### src/include/adcs_consts.svh
// Register offsets, field positions, reset values and conversion counts of the sequencer.
`ifndef ADCS_CONSTS_SVH
`define ADCS_CONSTS_SVH

// Register offsets on the plain register port.
`define ADCS_ADDR_W 12
`define ADCS_OFF_CTRL1 12'hFDE
`define ADCS_OFF_CTRL2 12'hFDF
`define ADCS_OFF_RES_LOW 12'hFE0
`define ADCS_OFF_RES_UP 12'hFE1

// Field positions of conv_control_first.
`define ADCS_C1_START 7
`define ADCS_C1_MODE_HI 6
`define ADCS_C1_MODE_LO 5
`define ADCS_C1_INDIS 4
`define ADCS_C1_CHAN_HI 3
`define ADCS_C1_CHAN_LO 0

// Field positions of conv_control_second.
`define ADCS_C2_REFON 5
`define ADCS_C2_FIX1 4
`define ADCS_C2_TIME_HI 3
`define ADCS_C2_TIME_LO 1
`define ADCS_C2_FIX0 0

// Reset values of the two control registers.
`define ADCS_C1_RST 8'h00
`define ADCS_C2_RST 8'h00

// Conversion mode field codes.
`define ADCS_MODE_OFF 2'h0
`define ADCS_MODE_SW 2'h1
`define ADCS_MODE_RPT 2'h3

// Conversion lengths in clock cycles per time field code.
`define ADCS_CNT_W 11
`define ADCS_CYC_000 11'd39
`define ADCS_CYC_010 11'd78
`define ADCS_CYC_011 11'd156
`define ADCS_CYC_100 11'd312
`define ADCS_CYC_101 11'd624
`define ADCS_CYC_110 11'd1248

`endif

### src/include/adcs_pkg.sv
// Types shared by the conversion sequencer and its timer.
package adcs_pkg;

  // Sequencer states.
  typedef enum logic {
    ADCS_IDLE,
    ADCS_CONV
  } adcs_state_e;

  // Complete state of the sequencer.
  typedef struct packed {
    adcs_state_e state;
    logic start;
    logic [1:0] mode;
    logic in_dis;
    logic [3:0] chan;
    logic refon;
    logic fix1;
    logic [2:0] ctime;
    logic fix0;
    logic busy;
    logic done;
    logic [9:0] result;
    logic [7:0] rdata;
    logic irq;
    logic smp;
  } adcs_seq_s;

  // Complete state of the conversion timer.
  typedef struct packed {
    logic run;
    logic [10:0] cnt;
    logic [10:0] lim;
  } adcs_tmr_s;

endpackage

### src/include/adcs_tmr_if.sv
// Handshake between the sequencer and its conversion timer.
`timescale 1ns/1ps
interface adcs_tmr_if;
  logic start;
  logic abort;
  logic [2:0] code;
  logic done;

  // The sequencer drives the commands, the timer reports completion.
  modport ctl (output start, output abort, output code, input done);
  modport tmr (input start, input abort, input code, output done);
endinterface

### src/hw/adcs_sequencer.sv
// Control and sequencing logic of a 10-bit successive-approximation converter.
//
// Overview of operation
// - Start bit clears itself once conversion begins.
// - Standby resets control registers, ignores writes.
// - Second control top two bits read undefined.
// - Low result register low nibble is meaningless.
// - Reading upper result clears done flag.
// - Busy set at start, cleared at end.
// - Software mode converts selected channel once.
// - Completion stores result, sets done, interrupts.
// - Repeat mode restarts same channel on completion.
// - Mode 00 halts at once, discards result.
// - New start clears done, keeps old result.
// - Standby aborts conversion and clears results.
// - No automatic restart after standby ends.
// - Software mode starts right after start write.
// - Standby disconnects the analog reference.
// - Ten result bits split upper eight, lower two.
// - Input disable cuts all analog inputs.
`timescale 1ns/1ps
`include "adcs_consts.svh"
module adcs_sequencer (
  input wire logic ref_clk_i,
  input wire logic rst_i,
  input wire logic [11:0] addr_i,
  input wire logic [7:0] wdata_i,
  input wire logic wr_i,
  input wire logic rd_i,
  output logic [7:0] rdata_o,
  input wire logic standby_i,
  input wire logic [9:0] core_result_i,
  output logic sample_start_o,
  output logic [3:0] channel_o,
  output logic input_disable_o,
  output logic ref_on_o,
  output logic busy_o,
  output logic conv_done_irq_o
);

  adcs_pkg::adcs_seq_s st_ff;
  adcs_pkg::adcs_seq_s nxt_st;

  adcs_tmr_if tif ();

  logic wr_ctrl1;
  logic wr_ctrl2;
  logic rd_upper;
  logic halt_req;
  logic start_ok;

  // Initial state, used both by the reset and by every standby cycle.
  function automatic adcs_pkg::adcs_seq_s init_st();
    adcs_pkg::adcs_seq_s s;
    logic [7:0] c1;
    logic [7:0] c2;
    c1 = `ADCS_C1_RST;
    c2 = `ADCS_C2_RST;
    s = '0;
    s.state = adcs_pkg::ADCS_IDLE;
    // Fields are cut out by part-select so no bits are dropped silently.
    s.start = c1[`ADCS_C1_START];
    s.mode = c1[`ADCS_C1_MODE_HI:`ADCS_C1_MODE_LO];
    s.in_dis = c1[`ADCS_C1_INDIS];
    s.chan = c1[`ADCS_C1_CHAN_HI:`ADCS_C1_CHAN_LO];
    s.refon = c2[`ADCS_C2_REFON];
    s.fix1 = c2[`ADCS_C2_FIX1];
    s.ctime = c2[`ADCS_C2_TIME_HI:`ADCS_C2_TIME_LO];
    s.fix0 = c2[`ADCS_C2_FIX0];
    return s;
  endfunction

  // The timer counts each conversion; it shares this module's clock and reset.
  adcs_timer u_timer (
    .ref_clk_i(ref_clk_i),
    .rst_i(rst_i),
    .tif(tif.tmr)
  );

  // Standby gates every write, so control registers cannot be set meanwhile.
  assign wr_ctrl1 = wr_i && !standby_i && (addr_i == `ADCS_OFF_CTRL1);
  assign wr_ctrl2 = wr_i && !standby_i && (addr_i == `ADCS_OFF_CTRL2);
  assign rd_upper = rd_i && (addr_i == `ADCS_OFF_RES_UP);

  // Writing the disable mode code stops a running conversion at once.
  assign halt_req = wr_ctrl1 &&
    (wdata_i[`ADCS_C1_MODE_HI:`ADCS_C1_MODE_LO] == `ADCS_MODE_OFF);

  // Only the software and repeat modes may launch a conversion.
  assign start_ok = (st_ff.mode == `ADCS_MODE_SW) || (st_ff.mode == `ADCS_MODE_RPT);

  // Next-state logic of the whole sequencer.
  always_comb
  begin
    nxt_st = st_ff;
    nxt_st.irq = 1'b0;
    nxt_st.smp = 1'b0;
    nxt_st.rdata = 8'h00;
    tif.start = 1'b0;
    tif.abort = 1'b0;
    tif.code = st_ff.ctime;

    // Read data are taken from the current state and stand one cycle later.
    if (rd_i)
    begin
      case (addr_i)
        `ADCS_OFF_CTRL1:
        begin
          nxt_st.rdata = {st_ff.start, st_ff.mode, st_ff.in_dis, st_ff.chan};
        end
        `ADCS_OFF_CTRL2:
        begin
          // The two top bits carry no state and simply read as zero.
          nxt_st.rdata = {2'h0, st_ff.refon, st_ff.fix1, st_ff.ctime, st_ff.fix0};
        end
        `ADCS_OFF_RES_LOW:
        begin
          // The low nibble has no defined content and is returned as zero.
          nxt_st.rdata = {st_ff.result[1:0], st_ff.done, st_ff.busy, 4'h0};
        end
        `ADCS_OFF_RES_UP:
        begin
          nxt_st.rdata = st_ff.result[9:2];
        end
        default:
        begin
          nxt_st.rdata = 8'h00;
        end
      endcase
    end

    // Reading the upper result consumes the done flag; a set below wins.
    if (rd_upper)
    begin
      nxt_st.done = 1'b0;
    end

    // Register writes; bit0 and bit4 of the second register are kept as written.
    if (wr_ctrl1)
    begin
      nxt_st.mode = wdata_i[`ADCS_C1_MODE_HI:`ADCS_C1_MODE_LO];
      nxt_st.in_dis = wdata_i[`ADCS_C1_INDIS];
      nxt_st.chan = wdata_i[`ADCS_C1_CHAN_HI:`ADCS_C1_CHAN_LO];
      // A start request while converting is dropped rather than queued.
      nxt_st.start = wdata_i[`ADCS_C1_START] && !st_ff.busy;
    end
    if (wr_ctrl2)
    begin
      nxt_st.refon = wdata_i[`ADCS_C2_REFON];
      nxt_st.fix1 = wdata_i[`ADCS_C2_FIX1];
      nxt_st.ctime = wdata_i[`ADCS_C2_TIME_HI:`ADCS_C2_TIME_LO];
      nxt_st.fix0 = wdata_i[`ADCS_C2_FIX0];
    end

    // Conversion sequencing.
    case (st_ff.state)
      adcs_pkg::ADCS_IDLE:
      begin
        if (st_ff.start)
        begin
          // The start bit is consumed whether or not the mode allows a start.
          nxt_st.start = 1'b0;
          if (start_ok && !halt_req)
          begin
            tif.start = 1'b1;
            nxt_st.smp = 1'b1;
            nxt_st.state = adcs_pkg::ADCS_CONV;
            nxt_st.busy = 1'b1;
            nxt_st.done = 1'b0;
          end
        end
      end
      adcs_pkg::ADCS_CONV:
      begin
        if (halt_req)
        begin
          // The partial result is thrown away and the registers keep the old one.
          tif.abort = 1'b1;
          nxt_st.state = adcs_pkg::ADCS_IDLE;
          nxt_st.busy = 1'b0;
        end
        else if (tif.done)
        begin
          // Result, done flag and interrupt all change on the same edge.
          nxt_st.result = core_result_i;
          nxt_st.done = 1'b1;
          nxt_st.irq = 1'b1;
          if (st_ff.mode == `ADCS_MODE_RPT)
          begin
            // Back-to-back restart of the same channel keeps busy high.
            tif.start = 1'b1;
            nxt_st.smp = 1'b1;
          end
          else
          begin
            nxt_st.state = adcs_pkg::ADCS_IDLE;
            nxt_st.busy = 1'b0;
          end
        end
      end
      default:
      begin
        nxt_st.state = adcs_pkg::ADCS_IDLE;
        nxt_st.busy = 1'b0;
      end
    endcase

    // Standby overrides everything: abort, reinitialise, drop reference and results.
    if (standby_i)
    begin
      tif.start = 1'b0;
      tif.abort = 1'b1;
      nxt_st = init_st();
      nxt_st.rdata = st_ff.rdata;
      if (rd_i)
      begin
        // Reads during standby see the reinitialised, idle converter.
        nxt_st.rdata = 8'h00;
        if (addr_i == `ADCS_OFF_CTRL1)
        begin
          nxt_st.rdata = `ADCS_C1_RST;
        end
        else if (addr_i == `ADCS_OFF_CTRL2)
        begin
          nxt_st.rdata = `ADCS_C2_RST & 8'h3F;
        end
      end
      else
      begin
        nxt_st.rdata = 8'h00;
      end
      // Nothing restarts when standby ends; the start bit is already cleared.
      nxt_st.start = 1'b0;
    end
  end

  // State register; a synchronous reset loads the initial state.
  always_ff @(posedge ref_clk_i)
  begin
    if (rst_i)
    begin
      st_ff <= init_st();
    end
    else
    begin
      st_ff <= nxt_st;
    end
  end

  // Every output is a bare flip-flop of the state.
  assign rdata_o = st_ff.rdata;
  assign sample_start_o = st_ff.smp;
  assign channel_o = st_ff.chan;
  assign input_disable_o = st_ff.in_dis;
  assign ref_on_o = st_ff.refon;
  assign busy_o = st_ff.busy;
  assign conv_done_irq_o = st_ff.irq;

endmodule // adcs_sequencer

### src/hw/adcs_timer.sv
// Conversion timer that counts clock cycles for the selected conversion length.
`timescale 1ns/1ps
`include "adcs_consts.svh"
module adcs_timer (
  input wire logic ref_clk_i,
  input wire logic rst_i,
  adcs_tmr_if.tmr tif
);

  adcs_pkg::adcs_tmr_s st_ff;
  adcs_pkg::adcs_tmr_s nxt_st;

  // Reserved codes fall back to the shortest length so a stray code never hangs.
  function automatic logic [10:0] cyc_of(input logic [2:0] code);
    case (code)
      3'h2: cyc_of = `ADCS_CYC_010;
      3'h3: cyc_of = `ADCS_CYC_011;
      3'h4: cyc_of = `ADCS_CYC_100;
      3'h5: cyc_of = `ADCS_CYC_101;
      3'h6: cyc_of = `ADCS_CYC_110;
      default: cyc_of = `ADCS_CYC_000;
    endcase
  endfunction

  // Completion is flagged in the last counted cycle of the conversion.
  assign tif.done = st_ff.run && (st_ff.cnt == st_ff.lim - 11'd1);

  // Start wins over the end of a run so repeat conversions follow back to back.
  always_comb
  begin
    nxt_st = st_ff;
    if (tif.abort)
    begin
      nxt_st.run = 1'b0;
    end
    else if (tif.start)
    begin
      nxt_st.run = 1'b1;
      nxt_st.cnt = '0;
      nxt_st.lim = cyc_of(tif.code);
    end
    else if (tif.done)
    begin
      nxt_st.run = 1'b0;
    end
    else if (st_ff.run)
    begin
      nxt_st.cnt = st_ff.cnt + 11'd1;
    end
  end

  // State register.
  always_ff @(posedge ref_clk_i)
  begin
    if (rst_i)
    begin
      st_ff <= '0;
    end
    else
    begin
      st_ff <= nxt_st;
    end
  end

endmodule // adcs_timer

### config.mk
export PLATFORM = sky130hd
export DESIGN_NAME = adcs_sequencer
export DESIGN_NICKNAME = d
export VERILOG_FILES = /design/src/include/adcs_pkg.sv /design/src/include/adcs_tmr_if.sv /design/src/hw/adcs_sequencer.sv /design/src/hw/adcs_timer.sv
export VERILOG_INCLUDE_DIRS = /design/src /design/src/include
export SDC_FILE = /design/constraint.sdc
export NUM_CORES = 1
export LEC_CHECK = 0
export BUFFER_PORTS_ARGS = -buffer_cell sky130_fd_sc_hd__buf_2
export CORE_MARGIN = 8
export CORE_UTILIZATION = 60
export DETAILED_ROUTE_END_ITERATION = 6
export PLACE_DENSITY = 0.84
export SYNTH_ARGS = -nofsm -noshare
export SYNTH_HDL_FRONTEND = slang
export SYNTH_SLANG_ARGS = --single-unit
export TNS_END_PERCENT = 100
### constraint.sdc
create_clock -name ref_clk_i -period 3.7 [get_ports ref_clk_i]
set_input_delay 0.74 -clock ref_clk_i [delete_from_list [all_inputs] [get_ports ref_clk_i]]
set_output_delay 0.74 -clock ref_clk_i [all_outputs]
set_load 0.02 [all_outputs]
==> results of run 1 <==
[through the flow]
step / power, mW / hold slack [ns]
global placement: 0.700 / 0.443
floorplan: 0.678 / 0.432
detailed placement: 0.701 / 0.449
finish: 1.33 / 0.462
global route: 1.38 / 0.489
CTS: 1.34 / 0.461
[tightest hold or removal path, delay by kind of cell, from the launching register on]
kind	cells	cell delay, ns
DFF	1	0.32
and+or+nand+nor	1	0.05
AOI/OAI and AO/OA	1	0.05
[path summary, 6_finish.rpt]
check / from / end / slack [ns] / cells after the start
min reg2reg: st_ff[10] / st_ff[10] / 0.46 / 2
max reg2reg: u_timer.st_ff[0] / u_timer.st_ff[10] / 0.85 / 11
max: u_timer.st_ff[0] / u_timer.st_ff[10] / 0.85 / 11
min: st_ff[10] / st_ff[10] / 0.46 / 2
[cells by family after synthesis]
group | count (synthesis) | share of synthesized area
AOI/OAI and AO/OA | 76 | 0.164
xor gates and xnor gates | 20 | 0.0574
adders and majority gates | 2 | 0.00820
buffers and inverters | 37 | 0.0632
DFF | 60 | 0.394
muxes | 21 | 0.0689
and+or+nand+nor | 147 | 0.245
[state kept, by name (all words and copies together) (netlist names)]
signal           cells
conv_done_irq_o      1
input_disable_o      1
ref_on_o             1
sample_start_o       1
channel_o            4
rdata_o              8
busy_o               1
st_ff               17
tif.code             3
u_timer.st_ff       23
[power groups by stage]
| stage | combinational (mW) | clock [mW] | sequential, mW |
|---|---|---|---|
| 6_report | 0.0423 | 0.642 | 0.646 |
| 5_1_grt | 0.0454 | 0.686 | 0.645 |
| 4_1_cts | 0.0414 | 0.653 | 0.645 |
| 3_5_place_dp | 0.0411 | 0 | 0.660 |
| 3_3_place_gp | 0.0400 | 0 | 0.660 |
| 2_1_floorplan | 0.0174 | 0 | 0.660 |
[per-layer routing]
layer,vias to the layer above,track usage,wire length [µm]
met4,0,0.0969,118
met2,105,0.315,3540
met5,-,0,0
met3,11,0.0670,578
met1,1242,0.245,3380
li1,1348,-,-
[layout make-up]
cell class,count,area [µm²]
Clock buffer,10,128
Clock inverter,6,88.8
Fill cell,422,1530
Inverter,6,22.5
Multi-Input combinational cell,266,1670
Sequential cell,60,1200
Tap cell,70,87.6
Timing Repair Buffer,55,285
[cell usage in the layout (no fill, tap or decap), types with 5 or more instances in the layout]
cell type / Yosys / layout
dfxtp_1: 60 / 60
buf_2: 4 / 51
nor2_1: 47 / 47
nand2_1: 38 / 38
a21oi_1: 26 / 26
mux2i_1: 21 / 21
xnor2_1: 15 / 15
or3_1: 10 / 10
o21ai_0: 10 / 10
nand3_1: 9 / 9
clkbuf_8: 0 / 9
a22oi_1: 8 / 8
inv_1: 6 / 6
xor2_1: 5 / 5
a31oi_1: 5 / 5
a211oi_1: 5 / 5
==> flow_summary.yaml, run 1 <==
place:
  pre_cts_slack_ns: 0.866
  dp_hpwl_um: 5500
  io_buffer_count: 51
  place.gp.congestion: 0.836
  dp_cells: 457
  place_area_um2: 3270
cts:
  clock_tree.root_cell: "clkbuf_8"
  clk_path_buf_depth: 2
  cts_buffers: 9
  cts.clk_slew.worst_paths_ns: 0.07
  h-tree-depth: 3
  clkSinkCount: 60
  cts.repair.resized: 0
  tritoncts: "done"
  clk_latency_ns: 0.35
  cts_setup_buffers: 0
  hold_buffers: 0
setup_path:
  crit_type: "reg -> reg"
  critPathCaptureType: "flip-flop"
  crit_chain: "inv_1 > ha_1 > o21ba_2 > a221oi_1 > a41oi_1 > nand4b_2 > nor3_2 > o21ai_2 > buf_4 > or4b_1 > a21oi_1"
  critical_path_buf_inv_count: 2
  cp_data_required_time_ns: 3.97
  cp_slowest_cell: "or4b_1"
  cp_max_fo: 17
  startpoint_type: "flip-flop"
  crit_arrival_ns: 3.12
  crit_family: "simple AND/OR/NAND/NOR gates"
  critPathMaxStageDelay_ns: 0.48
global_routing:
  grt_max_degree: 28
  grt_antenna_before_repair: 0
  grt_overflow: 0
  track_usage: 0.203
  grt_pass1_wl_um: 12000
  grt_pass1_vias: 2639
drt:
  first_pass_iters: 4
  drc: 0
  wl_per_cell_um: 16.1
  finalWirelength_um: 7620
  vias: 2706
  vias_per_cell: 5.72
  drtIter0Drc: 250
  ant_nets: 0
sta:
  finalSetupViolations: 0
  rsz0062_at_grt: "false"
  setup_tns_ns: 0
  slew_headroom: 0.499
  layout_worst_path_cycle_share: 0.770
  max_freq_mhz: 351
  fin_skew_ns: 0.0110
  finalWorstSetupSlack_ns: 0.853
  hold_viol: 0
  tightest_slew_ns: 0.747
  slew_violations: 0
  fin_crit_ns: 2.85
die:
  start_util: 0.609
  die_y_um: 87.3
  die_area_um2: 7620
  core_um2: 5010
  io_pins: 52
  die_x_um: 87.3
  rows: 26
final_layout:
  diodes: 0
  area_growth_pct: 14.2
  drive_above_1_share: 0.211
  num-nets-final: 435
  final_core_util: 0.695
  final_area_um2: 3480
  instances_no_fill: 473
synth:
  netlist_top_cells_count: "dfxtp_1 (60), nor2_1 (47), nand2_1 (38), a21oi_1 (26), mux2i_1 (21)"
  yosys.area.top_type: "dfxtp_1"
  synth-seq-cells: 60
  yosys-top-cells-area: "dfxtp_1 (39%), mux2i_1 (6.9%), nor2_1 (5.8%)"
  synthFlopType: "dfxtp_1"
  yosysMostFrequentCell: "dfxtp_1"
  yosysWarningCount: 0
  yosys.cell_types.count: 55
  syn_nets: 400
  yosys.area.top_type_share: 0.394
  netlist_instances: 363
  synth.avg_cell_area_um2: 8.40
  async_reset_ff_frac: 0
  synth_edf_count: 0
  syn_area_um2: 3050
  ys_seq_area_frac: 0.394
power:
  switching_share: 0.217
  power_switching_mw: 0.289
  p_comb_frac: 0.032
  intPower_mw: 1.04
  power.leakage_nw: 1.30
  ir_worst_vdd_mv: 0.278
  clockPowerShare: 0.483
  p_seq_frac: 0.485
  p_per_area_nw_per_um2: 382
run_status:
  status: "finished, final reports clean"
hold_path:
  hp-class: "reg -> reg"
flow_run:
  drv_cap: 0
(Power assumes the default switching activity.)
==> inputs of run 2 (changes only) <==
--- a/config.mk
+++ b/config.mk
@@ -8,9 +8,9 @@
 export LEC_CHECK = 0
 export BUFFER_PORTS_ARGS = -buffer_cell sky130_fd_sc_hd__buf_2
 export CORE_MARGIN = 8
-export CORE_UTILIZATION = 60
+export CORE_UTILIZATION = 56
 export DETAILED_ROUTE_END_ITERATION = 6
-export PLACE_DENSITY = 0.84
+export PLACE_DENSITY = 0.8
 export SYNTH_ARGS = -nofsm -noshare
 export SYNTH_HDL_FRONTEND = slang
 export SYNTH_SLANG_ARGS = --single-unit
==> constraint.sdc (replaced) <==
create_clock -name ref_clk_i -period 2.9 [get_ports ref_clk_i]
set_input_delay 0.58 -clock ref_clk_i [delete_from_list [all_inputs] [get_ports ref_clk_i]]
set_output_delay 0.58 -clock ref_clk_i [all_outputs]
set_load 0.02 [all_outputs]
==> run 2 against run 1 <==
- die area rose by 5.8%
- routed wire length barely moved
- total power is 30% higher
- setup slack got worse by 0.69 ns
- cell count increased by 1.1%
- first-iteration DRC count fell by 14%
- utilization fell by 4.1 points
- critical path type unchanged
- largest power group is now the clock network
==> flow_summary.yaml, run 2 (synthesis results as in run 1) <==
setup_path:
  regToRegSetupSlack_ns: 0.17
  cp_data_required_time_ns: 3.18
  startpoint_type: "flip-flop"
  reg2reg_depth: 11
  crit_cells: 11
  cp-endpoint: "u_timer.st_ff[8]"
  rr_startpoint: "u_timer.st_ff[0]"
  crit_type: "reg -> reg"
  crit_chain: "inv_1 > ha_1 > nor3b_2 > nand3_1 > xnor2_1 > nand4b_2 > nor3_2 > o21ai_2 > buf_4 > or3_1 > a21oi_1"
  critPathMaxStageDelay_ns: 0.36
  critPathCaptureType: "flip-flop"
  r2r-end: "u_timer.st_ff[8]"
  crit_arrival_ns: 3.01
  crit_start: "u_timer.st_ff[0]"
  cp_max_fo: 6
  cp_slowest_cell: "or3_1"
  crit_family: "simple AND/OR/NAND/NOR gates"
  critical_path_buf_inv_count: 2
global_routing:
  grt_pass1_wl_um: 13100
  track_usage: 0.195
  grt_antenna_before_repair: 0
  grt_overflow: 0
  grt_max_degree: 28
  grt_pass1_vias: 2856
sta:
  fin_crit_ns: 2.73
  slew_headroom: 0.479
  max_freq_mhz: 366
  hold_viol: 0
  slew_violations: 0
  layout_worst_path_cycle_share: 0.943
  finalWorstSetupSlack_ns: 0.167
  fin_skew_ns: 0.0133
  finalSetupViolations: 0
  tightest_slew_ns: 0.777
  rsz0062_at_grt: "false"
die:
  die_y_um: 89.8
  start_util: 0.568
  rows: 27
  core_um2: 5370
  die_area_um2: 8060
  die_x_um: 89.8
  io_pins: 52
final_layout:
  area_growth_pct: 15.3
  regMostFlops: "u_timer.st_ff"
  drive_above_1_share: 0.222
  multi_input_area_um2: 1670
  final_common_cell: "dfxtp_1"
  final_core_util: 0.655
  nFillCells: 451
  largest_reg_flops: 23
  regArea_um2: 1200
  num-nets-final: 438
  instances_no_fill: 478
  mostFrequentLayoutCells: "dfxtp_1 (60), buf_2 (51), nor2_1 (46)"
  diodes: 0
cts:
  clk_latency_ns: 0.36
  clkSinkCount: 60
  cts_buffers: 9
  tritoncts: "done"
  cts.clk_slew.worst_paths_ns: 0.07
  clock_tree.root_cell: "clkbuf_8"
  h-tree-depth: 3
  clk_path_buf_depth: 2
drt:
  drc: 0
  wl_per_cell_um: 15.9
  drtIter0Drc: 216
  finalWirelength_um: 7610
  first_pass_iters: 5
  ant_nets: 0
  vias_per_cell: 5.83
  vias: 2789
power:
  p_per_area_nw_per_um2: 493
  power.leakage_nw: 1.32
  ir_worst_vdd_mv: 0.351
hold_path:
  hold_depth: 3
  hp-class: "in -> reg"
place:
  dp_cells: 462
  place.gp.congestion: 0.864
  dp_hpwl_um: 5500
  io_buffer_count: 51
  pre_cts_slack_ns: -0.0257
flow_run:
  drv_cap: 0
run_status:
  status: "finished, final reports clean"
## run 2: changes by cell type in the layout (fill, tap and decap cells not counted)
| cell | before | now |
|---|---|---|
| nor2_1 | 47 | 46 |
| clkbuf_1 | 1 | 0 |
| nor2_2 | 0 | 1 |
| clkinv_4 | 1 | 2 |
| buf_4 | 4 | 7 |
| clkinvlp_4 | 2 | 1 |
| inv_6 | 0 | 1 |
## run 2: worst reg2reg max path: cells and delay by family, from the launching register on
kind | cells | cell delay [ns]
DFF | 1 | 0.34
and+or+nand+nor | 5 | 1.26
AOI/OAI and AO/OA | 2 | 0.28
buffers and inverters | 2 | 0.27
adders and majority gates | 1 | 0.25
xor gates and xnor gates | 1 | 0.27
## run 2: layout make-up
class,count,share of cell area
Timing Repair Buffer,58,0.0875
Tap cell,72,0.0256
Clock buffer,9,0.0352
Inverter,6,0.00641
Clock inverter,7,0.0281
Multi-Input combinational cell,266,0.475
Sequential cell,60,0.342
## run 2: per-layer routing
layer  global-route usage  share of wire
met1                0.226           0.44
met2                0.313           0.47
met3               0.0657          0.070
met4               0.0987          0.022
met5                    0              0
## run 2: how the worst min path moves through the flow
stage,start,end,slack (ns)
after CTS,core_result_i[7],st_ff[17],0.45
after global placement,st_ff[11],st_ff[11],0.44
final,core_result_i[9],st_ff[19],0.46
after floorplan,st_ff[10],st_ff[10],0.43
after detailed placement,st_ff[10],st_ff[10],0.45
after global routing,core_result_i[5],st_ff[15],0.46
## run 2: timing repair
| action | CTS | global route |
|---|---|---|
| setup buffers | 0 | 0 |
| endpoints found under the setup margin | 8 | 0 |
| gates resized for setup | 1 | 0 |
| hold buffers | 0 | 0 |
## run 2: power breakdown
group	internal [mW]	switching, mW
clock	0.487	0.367
sequential	0.823	0.00000423
combinational	0.0230	0.0314
## run 2: metrics by stage
| stage | setup TNS [ns] | cell area, µm² | total power [mW] | hold WS [ns] |
|---|---|---|---|---|
| floorplan | 0 | 3050 | 0.865 | 0.432 |
| global placement | 0 | 3290 | 0.895 | 0.443 |
| detailed placement | -0.103 | 3290 | 0.896 | 0.454 |
| CTS | 0 | 3520 | 1.74 | 0.451 |
| global route | 0 | 3520 | 1.79 | 0.463 |
| finish | 0 | 3520 | 1.73 | 0.459 |
==> inputs of run 3 (changes only) <==
==> constraint.sdc (replaced) <==
create_clock -name ref_clk_i -period 2.9 [get_ports ref_clk_i]
set_input_delay 0.29 -clock ref_clk_i [delete_from_list [all_inputs] [get_ports ref_clk_i]]
set_output_delay 0.29 -clock ref_clk_i [all_outputs]
set_load 0.02 [all_outputs]
==> run 3 against run 2 <==
- non-clock buffer count unchanged
- clock power down 20%
- count of clock-buffer cells in the layout unchanged
- total power fell by 10%
- utilization down 0.19 points
- sequential power about the same
- cell count stayed put
- worst hold slack got worse by 0.29 ns
- clock skew decreased by 0.0027 ns
- critical path depth is 1 lower
- register-to-register slack improved by 0.09 ns
- critical endpoint is now u_timer.st_ff[10]
- largest cell class unchanged
==> flow_summary.yaml, run 3 (synthesis results as in run 1) <==
die:
  die_x_um: 89.8
  io_pins: 52
  core_um2: 5370
  rows: 27
  start_util: 0.568
  die_y_um: 89.8
  die_area_um2: 8060
final_layout:
  num-nets-final: 438
  instances_no_fill: 478
  final_core_util: 0.653
  drive_above_1_share: 0.224
  largest_reg_flops: 23
  final_area_um2: 3510
  nFillCells: 445
  multi_input_area_um2: 1710
  area_growth_pct: 14.9
  regArea_um2: 1200
  mostFrequentLayoutCells: "dfxtp_1 (60), buf_2 (51), nor2_1 (47)"
  regMostFlops: "u_timer.st_ff"
  diodes: 0
  final_common_cell: "dfxtp_1"
power:
  p_seq_frac: 0.528
  clockPowerShare: 0.436
  power.leakage_nw: 1.33
  ir_worst_vdd_mv: 0.381
  p_comb_frac: 0.036
  intPower_mw: 1.16
  switching_share: 0.256
  p_per_area_nw_per_um2: 444
  power_switching_mw: 0.400
sta:
  slew_violations: 0
  fin_crit_ns: 2.64
  fin_skew_ns: 0.0106
  tightest_slew_ns: 0.816
  hold_viol: 0
  setup_tns_ns: 0
  rsz0062_at_grt: "false"
  layout_worst_path_cycle_share: 0.911
  timing.hold.ws_ns: 0.165
  max_freq_mhz: 379
  slew_headroom: 0.453
  finalSetupViolations: 0
cts:
  clk_path_buf_depth: 2
  clk_latency_ns: 0.36
  tritoncts: "done"
  cts_buffers: 9
  clkSinkCount: 60
  clock_tree.root_cell: "clkbuf_8"
  cts.clk_slew.worst_paths_ns: 0.07
  hold_buffers: 0
  h-tree-depth: 3
global_routing:
  grt_pass1_wl_um: 13100
  grt_antenna_before_repair: 0
  track_usage: 0.194
  grt_max_degree: 28
  grt_overflow: 0
  grt_pass1_vias: 2759
hold_path:
  holdCritStartpoint: "core_result_i[4]"
  hp-class: "in -> reg"
  worstHoldEndpoint: "st_ff[14]"
  hold_depth: 3
setup_path:
  critPathMaxStageDelay_ns: 0.50
  critPathCaptureType: "flip-flop"
  critical_path_buf_inv_count: 1
  rr_startpoint: "u_timer.st_ff[0]"
  crit_chain: "inv_1 > ha_1 > o21ba_2 > a221oi_1 > a41oi_1 > nand4b_4 > nor3_4 > o21ai_4 > or4b_1 > a21oi_1"
  cp_max_fo: 12
  crit_family: "simple AND/OR/NAND/NOR gates"
  regToRegSetupSlack_ns: 0.26
  r2r-end: "u_timer.st_ff[10]"
  cp_data_required_time_ns: 3.19
  crit_type: "reg -> reg"
  reg2reg_depth: 10
  crit_arrival_ns: 2.93
  cp_slowest_cell: "or4b_1"
  startpoint_type: "flip-flop"
drt:
  drc: 0
  first_pass_iters: 5
  ant_nets: 0
  vias: 2865
  vias_per_cell: 5.99
  drtIter0Drc: 201
  finalWirelength_um: 7750
  wl_per_cell_um: 16.2
place:
  place_area_um2: 3290
  place.gp.congestion: 0.848
  io_buffer_count: 51
  dp_hpwl_um: 5450
  dp_cells: 462
flow_run:
  drv_cap: 0
run_status:
  status: "finished, final reports clean"
[run 3: cell types whose count changed in the layout (fill, tap and decap cells not counted), sizes merged]
cell | before | now
clkinv | 3 | 4
clkinvlp | 1 | 2
bufinv | 2 | 0
[run 3: worst max path at each step]
stage                          start                 to  depth (start not counted)  slack [ns]
floorplan           u_timer.st_ff[0]  u_timer.st_ff[10]                         10        0.46
global placement    u_timer.st_ff[0]  u_timer.st_ff[10]                         10        0.32
detailed placement  u_timer.st_ff[0]  u_timer.st_ff[10]                         10        0.20
CTS                 u_timer.st_ff[0]  u_timer.st_ff[10]                         10        0.16
global route        u_timer.st_ff[0]  u_timer.st_ff[10]                         10        0.06
finish              u_timer.st_ff[0]  u_timer.st_ff[10]                         10        0.26
[run 3: tightest hold or removal path, stage by stage]
cell,delay [ns]
buf_2,0.07
mux2i_1,0.05
nor2_1,0.07
[run 3: per-stage QoR]
step,setup slack [ns],power [mW]
after CTS,0.161,1.56
after global placement,0.320,0.896
after floorplan,0.465,0.865
after global routing,0.0614,1.61
final,0.260,1.56
after detailed placement,0.197,0.898
[run 3: what timing repair did]
item	CTS	global route
setup endpoints to repair	0	2
hold endpoints to repair	0	0
buffers inserted	0	0
gates resized for setup	0	6
[run 3: layout make-up]
class / count / share of cell area
multi-input cells: 266 / 0.488
flip-flops and latches: 60 / 0.343
repair buffers: 58 / 0.0878
clock buffers: 9 / 0.0353
well taps: 72 / 0.0257
clock inverters: 7 / 0.0146
inverters: 6 / 0.00642
[run 3: power groups by stage]
stage | Combinational [mW] | Sequential, mW | Clock, mW
6_report | 0.0563 | 0.823 | 0.679
3_3_place_gp | 0.0536 | 0.842 | 0
2_1_floorplan | 0.0222 | 0.842 | 0
5_1_grt | 0.0621 | 0.823 | 0.725
3_5_place_dp | 0.0553 | 0.842 | 0
4_1_cts | 0.0556 | 0.823 | 0.685
[run 3: per-layer routing]
layer | up-vias | GRT usage | wire (µm)
met1 | 1366 | 0.231 | 3330
met3 | 18 | 0.0640 | 649
met2 | 120 | 0.310 | 3620
li1 | 1361 | - | -
met5 | - | 0 | 0
met4 | 0 | 0.0832 | 154
